$ cat src/spicc_pkg.sv
// constants and types shared by the spi command and configuration block
package spicc_pkg;
   // ***********************************
   // frame layout
   // ***********************************
   localparam int FRAME_W = 16;
   localparam int ADDR_W = 5;
   localparam int CFG_W = 8;
   localparam int NUM_CFG = 3;
   localparam int ERR_BIT = 15;
   localparam int ADDR_HI = 14;
   localparam int ADDR_LO = 10;
   localparam int DATA_HI = 8;
   localparam int DATA_LO = 1;
   localparam int PAR_BIT = 0;
   localparam int STAT_BIT = 1;
   localparam int LOCK_BIT = 1;
   localparam int SWRST_BIT = 2;
   localparam int REACT_BIT = 1;
   localparam int START_BIT = 2;
   localparam int STOP_BIT = 3;

   // ***********************************
   // addresses
   // ***********************************
   localparam logic [ADDR_W-1:0] ADDR_CFG1 = 5'h01;
   localparam logic [ADDR_W-1:0] ADDR_CFG2 = 5'h02;
   localparam logic [ADDR_W-1:0] ADDR_CFG3 = 5'h03;
   localparam logic [ADDR_W-1:0] ADDR_CTRL_FIRST = 5'h08;
   localparam logic [ADDR_W-1:0] ADDR_CTRL_LAST = 5'h0b;
   localparam logic [ADDR_W-1:0] ADDR_LOCK_RST = 5'h0c;
   localparam logic [ADDR_W-1:0] ADDR_START = 5'h0d;

   // ***********************************
   // configuration fields and reset values
   // ***********************************
   localparam int VRS_MODE_BIT = 1;
   localparam int OT_INHIBIT_BIT = 0;
   localparam int PUMP_OFF_BIT = 1;
   localparam int IGN_LS_OFF_BIT = 0;
   localparam int FALL_FILT_BIT = 1;
   localparam int HYS_SEL_BIT = 0;
   localparam logic [NUM_CFG-1:0][CFG_W-1:0] CFG_RESET = {8'h08, 8'h08, 8'h08};
   localparam logic [1:0] IDX_CFG1 = 2'h0;
   localparam logic [1:0] IDX_CFG2 = 2'h1;
   localparam logic [1:0] IDX_CFG3 = 2'h2;

   // kinds of frame seen on the link
   typedef enum logic [2:0] {CMD_NONE, CMD_CFG, CMD_CTRL, CMD_LOCK, CMD_START} spicc_cmd_t;

   // index of a configuration register for an address
   function automatic logic [1:0] spicc_cfg_idx(input logic [ADDR_W-1:0] addr);
      logic [1:0] idx;
      idx = IDX_CFG1;
      if (addr == ADDR_CFG2) begin
         idx = IDX_CFG2;
      end else if (addr == ADDR_CFG3) begin
         idx = IDX_CFG3;
      end
      return idx;
   endfunction : spicc_cfg_idx
endpackage : spicc_pkg

$ cat src/spicc_cfg_if.sv
// write port and contents of the configuration register bank
`timescale 1ns/1ps
interface spicc_cfg_if;
   import spicc_pkg::*;
   logic wr;
   logic clr;
   logic [1:0] idx;
   logic [CFG_W-1:0] wdata;
   logic [NUM_CFG-1:0][CFG_W-1:0] cfg;
   modport ctrl (output wr, output clr, output idx, output wdata, input cfg);
   modport bank (input wr, input clr, input idx, input wdata, output cfg);
endinterface : spicc_cfg_if

$ cat src/spicc_parity.sv
// odd parity check of an incoming frame and parity of a reply
`timescale 1ns/1ps
module spicc_parity
   import spicc_pkg::*;
(
   // incoming frame
   input wire logic [FRAME_W-1:0] frame_in,
   output logic frame_ok,
   // reply body without parity
   input wire logic [FRAME_W-1:1] reply_body,
   output logic reply_par
);
   // total count of ones must be odd
   assign frame_ok = ^frame_in;
   assign reply_par = ~^reply_body;
endmodule : spicc_parity

$ cat src/spicc_cfg_bank.sv
// bank of the three configuration registers
`timescale 1ns/1ps
module spicc_cfg_bank
   import spicc_pkg::*;
(
   // clock and reset
   input wire logic clk,
   input wire logic rst_n,
   // write port
   spicc_cfg_if.bank bus
);
   // ***********************************
   // registers
   // ***********************************
   genvar g;
   generate
      for (g = 0; g < NUM_CFG; g++) begin : g_cfg
         logic [CFG_W-1:0] cfg_q;
         // device reset and soft reset both restore defaults
         always_ff @(posedge clk) begin
            if (!rst_n || bus.clr) begin
               cfg_q <= CFG_RESET[g];
            end else if (bus.wr && bus.idx == 2'(g)) begin
               cfg_q <= bus.wdata;
            end
         end
         assign bus.cfg[g] = cfg_q;
      end
   endgenerate
endmodule : spicc_cfg_bank

$ cat src/spicc_cmd_regs.sv
// spi command decoder with lock, soft reset, output disable and configuration
`timescale 1ns/1ps

// Functional notes
// - bit 0 is odd parity in both directions; device checks and generates it.
// - lock command blocks configuration writes; reply shows lock in bit 1.
// - after any reset configuration is unlocked.
// - locked bits keep acting; writes accepted only while unlocked.
// - a written configuration value acts at the end of its own frame.
// - soft reset bit clears configuration and diagnostics, switches drivers off.
// - undefined input bits of both commands are ignored.
// - start bit clears output disable; reply bit 1 shows it; stop in bit 3.
// - with outputs enabled control register writes reach the power stages.
// - output disable set after reset; control writes dropped while set.
// - while outputs disabled all power stages are held off.
// - reactivate bit turns the main relay driver back on after overcurrent.
// - config 1 bit 1 selects sensor mode, 0 limited, 1 full adaptive.
// - config 1 bit 0 set keeps relay on at overtemperature.
// - config 2 bit 0 set forces ignition low side off.
// - config 3 bit 0 selects hysteresis feedback after the adaptive filter.
// - lock/reset command at 0x0c, start/reactivate at 0x0d, write only.
module spicc_cmd_regs
   import spicc_pkg::*;
(
   // clock and reset
   input wire logic SYS_CLK,
   input wire logic RESET_N,
   // received frame
   input wire logic FRAME_VALID,
   input wire logic [FRAME_W-1:0] FRAME_IN,
   // reply frame
   output logic REPLY_VALID,
   output logic [FRAME_W-1:0] REPLY_OUT,
   // control register write towards the power stages
   output logic CTRL_WRITE,
   output logic [ADDR_W-1:0] CTRL_ADDR,
   output logic [CFG_W-1:0] CTRL_DATA,
   // status and events
   output logic CONFIG_LOCKED,
   output logic OUTPUTS_DISABLED_FLAG,
   output logic POWER_STAGES_ENABLE,
   output logic SOFT_RESET_REQUEST,
   output logic RELAY_REACTIVATE_REQUEST,
   // configuration bits
   output logic RELUCTANCE_SENSOR_FULL_ADAPTIVE,
   output logic RELAY_OVERTEMP_OFF_INHIBIT,
   output logic CHARGE_PUMP_OFF,
   output logic IGNITION_LOWSIDE_FORCE_OFF,
   output logic FALLING_EDGE_FILTER_ENABLE,
   output logic HYSTERESIS_FEEDBACK_SELECT
);
   // ***********************************
   // frame fields
   // ***********************************
   logic frame_ok;
   logic take;
   logic [ADDR_W-1:0] addr;
   logic [CFG_W-1:0] data;
   spicc_cmd_t cmd;

   // fields of the incoming frame; bit 15 of the input only counts towards parity
   assign addr = FRAME_IN[ADDR_HI:ADDR_LO];
   assign data = FRAME_IN[DATA_HI:DATA_LO];

   // parity check of input and generation for the reply
   logic [FRAME_W-1:1] reply_body;
   logic reply_par;
   spicc_parity u_parity (
      .frame_in(FRAME_IN),
      .frame_ok(frame_ok),
      .reply_body(reply_body),
      .reply_par(reply_par)
   );

   // only frames with good odd parity have any effect beyond the reply and error flag
   assign take = FRAME_VALID && frame_ok;

   // ***********************************
   // address decoding
   // ***********************************
   // addresses outside this block decode to no command
   always_comb begin
      if (addr == ADDR_CFG1 || addr == ADDR_CFG2 || addr == ADDR_CFG3) begin
         cmd = CMD_CFG;
      end else if (addr >= ADDR_CTRL_FIRST && addr <= ADDR_CTRL_LAST) begin
         cmd = CMD_CTRL;
      end else if (addr == ADDR_LOCK_RST) begin
         cmd = CMD_LOCK;
      end else if (addr == ADDR_START) begin
         cmd = CMD_START;
      end else begin
         cmd = CMD_NONE;
      end
   end

   // ***********************************
   // command strobes
   // ***********************************
   logic is_lock;
   logic is_start;
   logic soft_rst;
   logic start_req;
   logic stop_req;
   logic react_req;
   logic is_cfg;

   // only the defined bits of each command are looked at
   assign is_lock = take && cmd == CMD_LOCK;
   assign is_start = take && cmd == CMD_START;
   assign soft_rst = is_lock && FRAME_IN[SWRST_BIT];
   assign start_req = is_start && FRAME_IN[START_BIT];
   assign stop_req = is_start && FRAME_IN[STOP_BIT];
   assign react_req = is_start && FRAME_IN[REACT_BIT];

   // a good frame addressed to a configuration register
   assign is_cfg = take && cmd == CMD_CFG;

   // ***********************************
   // lock state
   // ***********************************
   logic lock_q;
   logic lock_d;

   logic lock_req;

   // bit 1 of the lock frame writes the lock state directly
   assign lock_req = FRAME_IN[LOCK_BIT];

   // soft reset leaves the bank unlocked and wins over the lock bit
   assign lock_d = soft_rst ? 1'b0 : (is_lock ? lock_req : lock_q);

   // unlocked from any reset
   always_ff @(posedge SYS_CLK) begin
      if (!RESET_N) begin
         lock_q <= 1'b0;
      end else begin
         lock_q <= lock_d;
      end
   end

   // ***********************************
   // output disable state
   // ***********************************
   logic outputs_disabled_flag_q;
   logic outputs_disabled_flag_d;

   logic dis_set;
   logic dis_clr;

   // soft reset and stop disable, start enables
   assign dis_set = soft_rst || stop_req;
   assign dis_clr = start_req;

   // stop wins over start when both bits are set
   assign outputs_disabled_flag_d = dis_set ? 1'b1 : (dis_clr ? 1'b0 : outputs_disabled_flag_q);

   // disabled after device reset
   always_ff @(posedge SYS_CLK) begin
      if (!RESET_N) begin
         outputs_disabled_flag_q <= 1'b1;
      end else begin
         outputs_disabled_flag_q <= outputs_disabled_flag_d;
      end
   end

   // ***********************************
   // configuration bank
   // ***********************************
   spicc_cfg_if cfg_bus ();

   // writes go in only while unlocked and act from the frame's own edge
   assign cfg_bus.wr = is_cfg && !lock_q;
   assign cfg_bus.clr = soft_rst;
   assign cfg_bus.idx = spicc_cfg_idx(addr);
   assign cfg_bus.wdata = data;

   spicc_cfg_bank u_bank (
      .clk(SYS_CLK),
      .rst_n(RESET_N),
      .bus(cfg_bus)
   );

   // configuration bits drive their functions whether locked or not
   assign RELUCTANCE_SENSOR_FULL_ADAPTIVE = cfg_bus.cfg[IDX_CFG1][VRS_MODE_BIT];
   assign RELAY_OVERTEMP_OFF_INHIBIT = cfg_bus.cfg[IDX_CFG1][OT_INHIBIT_BIT];
   assign CHARGE_PUMP_OFF = cfg_bus.cfg[IDX_CFG2][PUMP_OFF_BIT];
   assign IGNITION_LOWSIDE_FORCE_OFF = cfg_bus.cfg[IDX_CFG2][IGN_LS_OFF_BIT];
   assign FALLING_EDGE_FILTER_ENABLE = cfg_bus.cfg[IDX_CFG3][FALL_FILT_BIT];
   assign HYSTERESIS_FEEDBACK_SELECT = cfg_bus.cfg[IDX_CFG3][HYS_SEL_BIT];

   // ***********************************
   // control register path
   // ***********************************
   logic is_ctrl;
   logic ctrl_wr_d;
   logic ctrl_wr_q;
   logic [ADDR_W-1:0] ctrl_addr_q;
   logic [CFG_W-1:0] ctrl_data_q;

   // a good frame addressed to one of the control registers
   assign is_ctrl = take && cmd == CMD_CTRL;

   // control writes are dropped while outputs are disabled
   assign ctrl_wr_d = is_ctrl && !outputs_disabled_flag_q;

   // one-cycle write strobe towards the power stages
   always_ff @(posedge SYS_CLK) begin
      if (!RESET_N) begin
         ctrl_wr_q <= 1'b0;
      end else begin
         ctrl_wr_q <= ctrl_wr_d;
      end
   end

   // address of the last accepted control write
   always_ff @(posedge SYS_CLK) begin
      if (!RESET_N) begin
         ctrl_addr_q <= '0;
      end else if (ctrl_wr_d) begin
         ctrl_addr_q <= addr;
      end
   end

   // data of the last accepted control write
   always_ff @(posedge SYS_CLK) begin
      if (!RESET_N) begin
         ctrl_data_q <= '0;
      end else if (ctrl_wr_d) begin
         ctrl_data_q <= data;
      end
   end

   // ***********************************
   // event pulses and stage enable
   // ***********************************
   logic soft_rst_q;
   logic react_q;
   logic stages_en_q;

   // soft reset pulse for the rest of the device
   always_ff @(posedge SYS_CLK) begin
      if (!RESET_N) begin
         soft_rst_q <= 1'b0;
      end else begin
         soft_rst_q <= soft_rst;
      end
   end

   // relay reactivate pulse; the relay driver decides whether it was tripped
   always_ff @(posedge SYS_CLK) begin
      if (!RESET_N) begin
         react_q <= 1'b0;
      end else begin
         react_q <= react_req;
      end
   end

   // stage gate follows the next disable state so that it never lags the flag
   always_ff @(posedge SYS_CLK) begin
      if (!RESET_N) begin
         stages_en_q <= 1'b0;
      end else begin
         stages_en_q <= !outputs_disabled_flag_d;
      end
   end

   // ***********************************
   // frame error flag
   // ***********************************
   logic err_q;
   logic err_d;

   // each frame reports the previous one, then records its own parity
   assign err_d = FRAME_VALID ? !frame_ok : err_q;

   // cleared by device reset only
   always_ff @(posedge SYS_CLK) begin
      if (!RESET_N) begin
         err_q <= 1'b0;
      end else begin
         err_q <= err_d;
      end
   end

   // ***********************************
   // reply frame
   // ***********************************
   logic lock_stat;
   logic start_stat;
   logic stat_bit;
   logic reply_valid_q;
   logic [FRAME_W-1:0] reply_q;

   // status of each command after its own frame has acted
   assign lock_stat = is_lock ? lock_d : 1'b0;
   assign start_stat = is_start ? outputs_disabled_flag_d : 1'b0;

   // bit 1 shows lock or output disable, zero for every other frame
   assign stat_bit = lock_stat || start_stat;

   // error, echoed address, zero data field and status bit
   always_comb begin
      reply_body = '0;
      reply_body[ERR_BIT] = err_q;
      reply_body[ADDR_HI:ADDR_LO] = addr;
      reply_body[STAT_BIT] = stat_bit;
   end

   // one reply pulse for every frame, good or bad
   always_ff @(posedge SYS_CLK) begin
      if (!RESET_N) begin
         reply_valid_q <= 1'b0;
      end else begin
         reply_valid_q <= FRAME_VALID;
      end
   end

   // reply word with odd parity, held until the next frame
   always_ff @(posedge SYS_CLK) begin
      if (!RESET_N) begin
         reply_q <= '0;
      end else if (FRAME_VALID) begin
         reply_q <= {reply_body, reply_par};
      end
   end

   // ***********************************
   // outputs
   // ***********************************
   // reply and accepted control write
   assign REPLY_VALID = reply_valid_q;
   assign REPLY_OUT = reply_q;
   assign CTRL_WRITE = ctrl_wr_q;
   assign CTRL_ADDR = ctrl_addr_q;
   assign CTRL_DATA = ctrl_data_q;

   // status levels and event pulses
   assign CONFIG_LOCKED = lock_q;
   assign OUTPUTS_DISABLED_FLAG = outputs_disabled_flag_q;
   assign POWER_STAGES_ENABLE = stages_en_q;
   assign SOFT_RESET_REQUEST = soft_rst_q;
   assign RELAY_REACTIVATE_REQUEST = react_q;
endmodule : spicc_cmd_regs

$ cat config.mk
export PLATFORM = sky130hd
export DESIGN_NAME = spicc_cmd_regs
export DESIGN_NICKNAME = d
export VERILOG_FILES = /design/src/spicc_pkg.sv /design/src/spicc_cfg_if.sv /design/src/spicc_parity.sv /design/src/spicc_cfg_bank.sv /design/src/spicc_cmd_regs.sv
export SDC_FILE = /design/constraint.sdc
export NUM_CORES = 1
export LEC_CHECK = 0
export ABC_AREA = 0
export BUFFER_PORTS_ARGS = -buffer_cell sky130_fd_sc_hd__buf_2
export CORE_MARGIN = 5
export CORE_UTILIZATION = 54
export DETAILED_ROUTE_END_ITERATION = 8
export MAX_ROUTING_LAYER = met4
export PLACE_DENSITY_LB_ADDON = 0.12
export SLEW_MARGIN = 15
export SYNTH_ARGS = -nofsm -noshare
export SYNTH_HDL_FRONTEND = slang
export SYNTH_SLANG_ARGS = --single-unit
$ cat constraint.sdc
create_clock -name SYS_CLK -period 5.7 [get_ports SYS_CLK]
set_input_delay 0.285 -clock SYS_CLK [delete_from_list [all_inputs] [get_ports SYS_CLK]]
set_output_delay 0.285 -clock SYS_CLK [all_outputs]
set_load 0.03 [all_outputs]
==> flow_summary.toml <==
[outcome]
status = "finished, final reports clean"

[global_routing]
grt-busiest-layer = "met2"
met2_usage_pct = 29.1
antenna_found_initial = 0
grt_start_max_net_pins = 26
grt_remaining_overflow = 0
grt_first_pass_wirelength_um = 6600
grt_use_met1_pct = 24.5
grt_usage_pct = 19.1
first_global_vias = 1446
grt_util_met3_pct = 4.21

[clock_network]
numCtsBuffers = 5
clk_pin_slew_ps = 100
cts_max_path_buffers = 2
postCtsSetupBuffers = 0
cts_resized = 0
clk_latency_ps = 340
cts.sinks = 35
postCtsHoldBufs = 0
cts-root-buf = "clkbuf_4"
cts_tree = "done"
cts_max_level = 2

[synthesis]
synth_xor_area_share_pct = 9.41
muxShareOfSynthArea_pct = 3.77
synth_cell_types = 42
synth_seq_cells = 35
yosysSeqAreaShare_pct = 37.7
synth_top_family_by_area = "simple AND/OR/NAND/NOR gates"
ys.flop_type = "dfxtp_1"
synth.cell_area_um2 = 1860
ys_warn_count = 0
synth_cells = 209
synth_edf_count = 0
synth-simple-area-share_pct = 18.0
synth_compound_area_share_pct = 16.9
synthArstFlopShare_pct = 0
syn-mean-instance-area_um2 = 8.90
synthAdderAreaFrac_pct = 6.72

[routing]
drt-pass1-iter-count = 4
via_per_inst = 5.37
routed_wl_um = 4100
drc = 0
drt_iter0_markers = 94
post_drt_wl_per_cell_um = 13.7
postRouteAntennaNets = 0
vias = 1610

[power_and_ir_drop]
power_density_nw_per_um2 = 267
irDropWorstVdd_v = 0.000282
p_leak_uw = 0.000975

[timing]
rsz0062_at_grt = "no"
finalClockSkew_ps = 7.64
final_max_slew_viol_count = 0
setup_viol = 0
finalHoldViolations = 0
relSlewSlack_pct = 27.9
period_share_pct = 39.6
worstMarginPinSlew_ps = 1070
fmax_mhz = 443
tns_ps = 0
period_needed_ps = 2260

[min_path]
worstHoldPathType = "in2reg"

[die]
initial_core_util_pct = 55.8
core_area_um2 = 3340
die_y_um = 68.7
rows = 21
num_io_pins = 61
die-area_um2 = 4720
die_w_um = 68.7

[finish]
fin_nets = 284
drive_above_1_share_pct = 23.6
num_antenna_cells = 0
mostFrequentLayoutCell = "buf_2"
syn_to_final_growth_pct = 14.9
final_cell_mix = "52 x buf_2, 35 x dfxtp_1, 22 x a21oi_1, 19 x nand3_1, 18 x o21ai_0"
fin_util_pct = 64.1

[place]
gp_congestion = 0.850
io_buffers = 52
hpwl_um = 3020

[setup_path]
crit_buf_inv = 2
startpoint_type = "input port"
path_class = "in2reg"
cp_top_family = "XOR/XNOR gates"
end_kind = "register"
cpMostUsedCell = "xnor2_1"
cpPeakStageDelay_ps = 630
cp_max_fo = 25
crit_slowest_cell = "o41ai_4"
required_ps = 5910
worst-endpoint-arrival_ps = 2460
cp_cell_sequence = "buf_2 > inv_1 > ha_1 > xnor2_1 > xnor2_1 > xor3_2 > o41ai_4 > a21oi_1"

[job]
cap_violations = 0
==> kinds of logic after synthesis <==
logic type                 Yosys count
and+or+nand+nor                     64
AOI/OAI and AO/OA                   51
DFF                                 35
buffers and inverters               26
xor gates and xnor gates            15
adders and majority gates           10
muxes                                7
other                                1
==> metrics by stage <==
step / area [um2] / setup WS (ps) / instances / hold WS [ps] / power, uW
6_report: 2140 / 3440 / 300 / 208 / 571
5_1_grt: 2140 / 3240 / 300 / 213 / 606
4_1_cts: 2140 / 3450 / 300 / 207 / 575
3_5_place_dp: 2100 / 3090 / 294 / 423 / 458
3_3_place_gp: 2100 / 3110 / 294 / 425 / 458
2_1_floorplan: 1890 / 3610 / 216 / 380 / 426
==> cell type report <==
class / count / area, um2
fill: 306 / 1200
multi-input combinational: 155 / 1060
sequential: 35 / 701
timing repair buffer: 52 / 260
tap: 46 / 57.6
clock buffer: 6 / 41.3
inverter: 6 / 22.5
==> power breakdown <==
part           switching [uW]  internal [uW]
Sequential               4.53            252
Combinational             136           59.3
Clock                    75.7           43.8
==> state kept, by name, summed over array words and instances, names as in the netlist <==
name	flops
CONFIG_LOCKED	1
CTRL_ADDR	5
CTRL_DATA	8
CTRL_WRITE	1
OUTPUTS_DISABLED_FLAG	1
POWER_STAGES_ENABLE	1
RELAY_REACTIVATE_REQUEST	1
REPLY_OUT	8
REPLY_VALID	1
SOFT_RESET_REQUEST	1
err_q	1
u_bank.g_cfg.cfg_q	6
==> Yosys cell counts (2+ instances only) <==
cell type / n / area [um2]
or4_1: 2 / 15.0
xor2_1: 2 / 17.5
dfxtp_1: 35 / 701
clkbuf_1: 9 / 33.8
nand2_1: 11 / 41.3
xnor3_1: 2 / 45.0
nand3_1: 19 / 95.1
inv_1: 6 / 22.5
ha_1: 10 / 125
nor4_1: 3 / 18.8
xnor2_1: 10 / 87.6
nor2_1: 10 / 37.5
nand2b_1: 2 / 12.5
nor3_1: 2 / 10.0
o21ai_0: 18 / 90.1
mux2i_1: 7 / 70.1
o31a_1: 2 / 17.5
a21oi_1: 22 / 110
nor2b_1: 7 / 43.8
buf_4: 8 / 60.1
==> final timing paths <==
path	slack (ps)	start	end	cells past startpoint
max reg2reg	3990	OUTPUTS_DISABLED_FLAG	CTRL_ADDR[3]	3
min	210	FRAME_IN[5]	CTRL_DATA[4]	3
max	3440	FRAME_IN[10]	u_bank.g_cfg[2].cfg_q[1]	8
min reg2reg	450	CTRL_ADDR[4]	CTRL_ADDR[4]	2
==> routing by layer <==
metal	vias up	share of wire, %
met5	-	0
met4	0	1.6
met3	9	7.1
met2	54	47
met1	735	44
li1	812	-
==> tightest hold or removal path, delay by kind of cell <==
family | cells | cell delay, ps
simple gates | 1 | 60
buf+inv | 1 | 110
compound gates | 1 | 50
(Power assumes the default switching activity.)
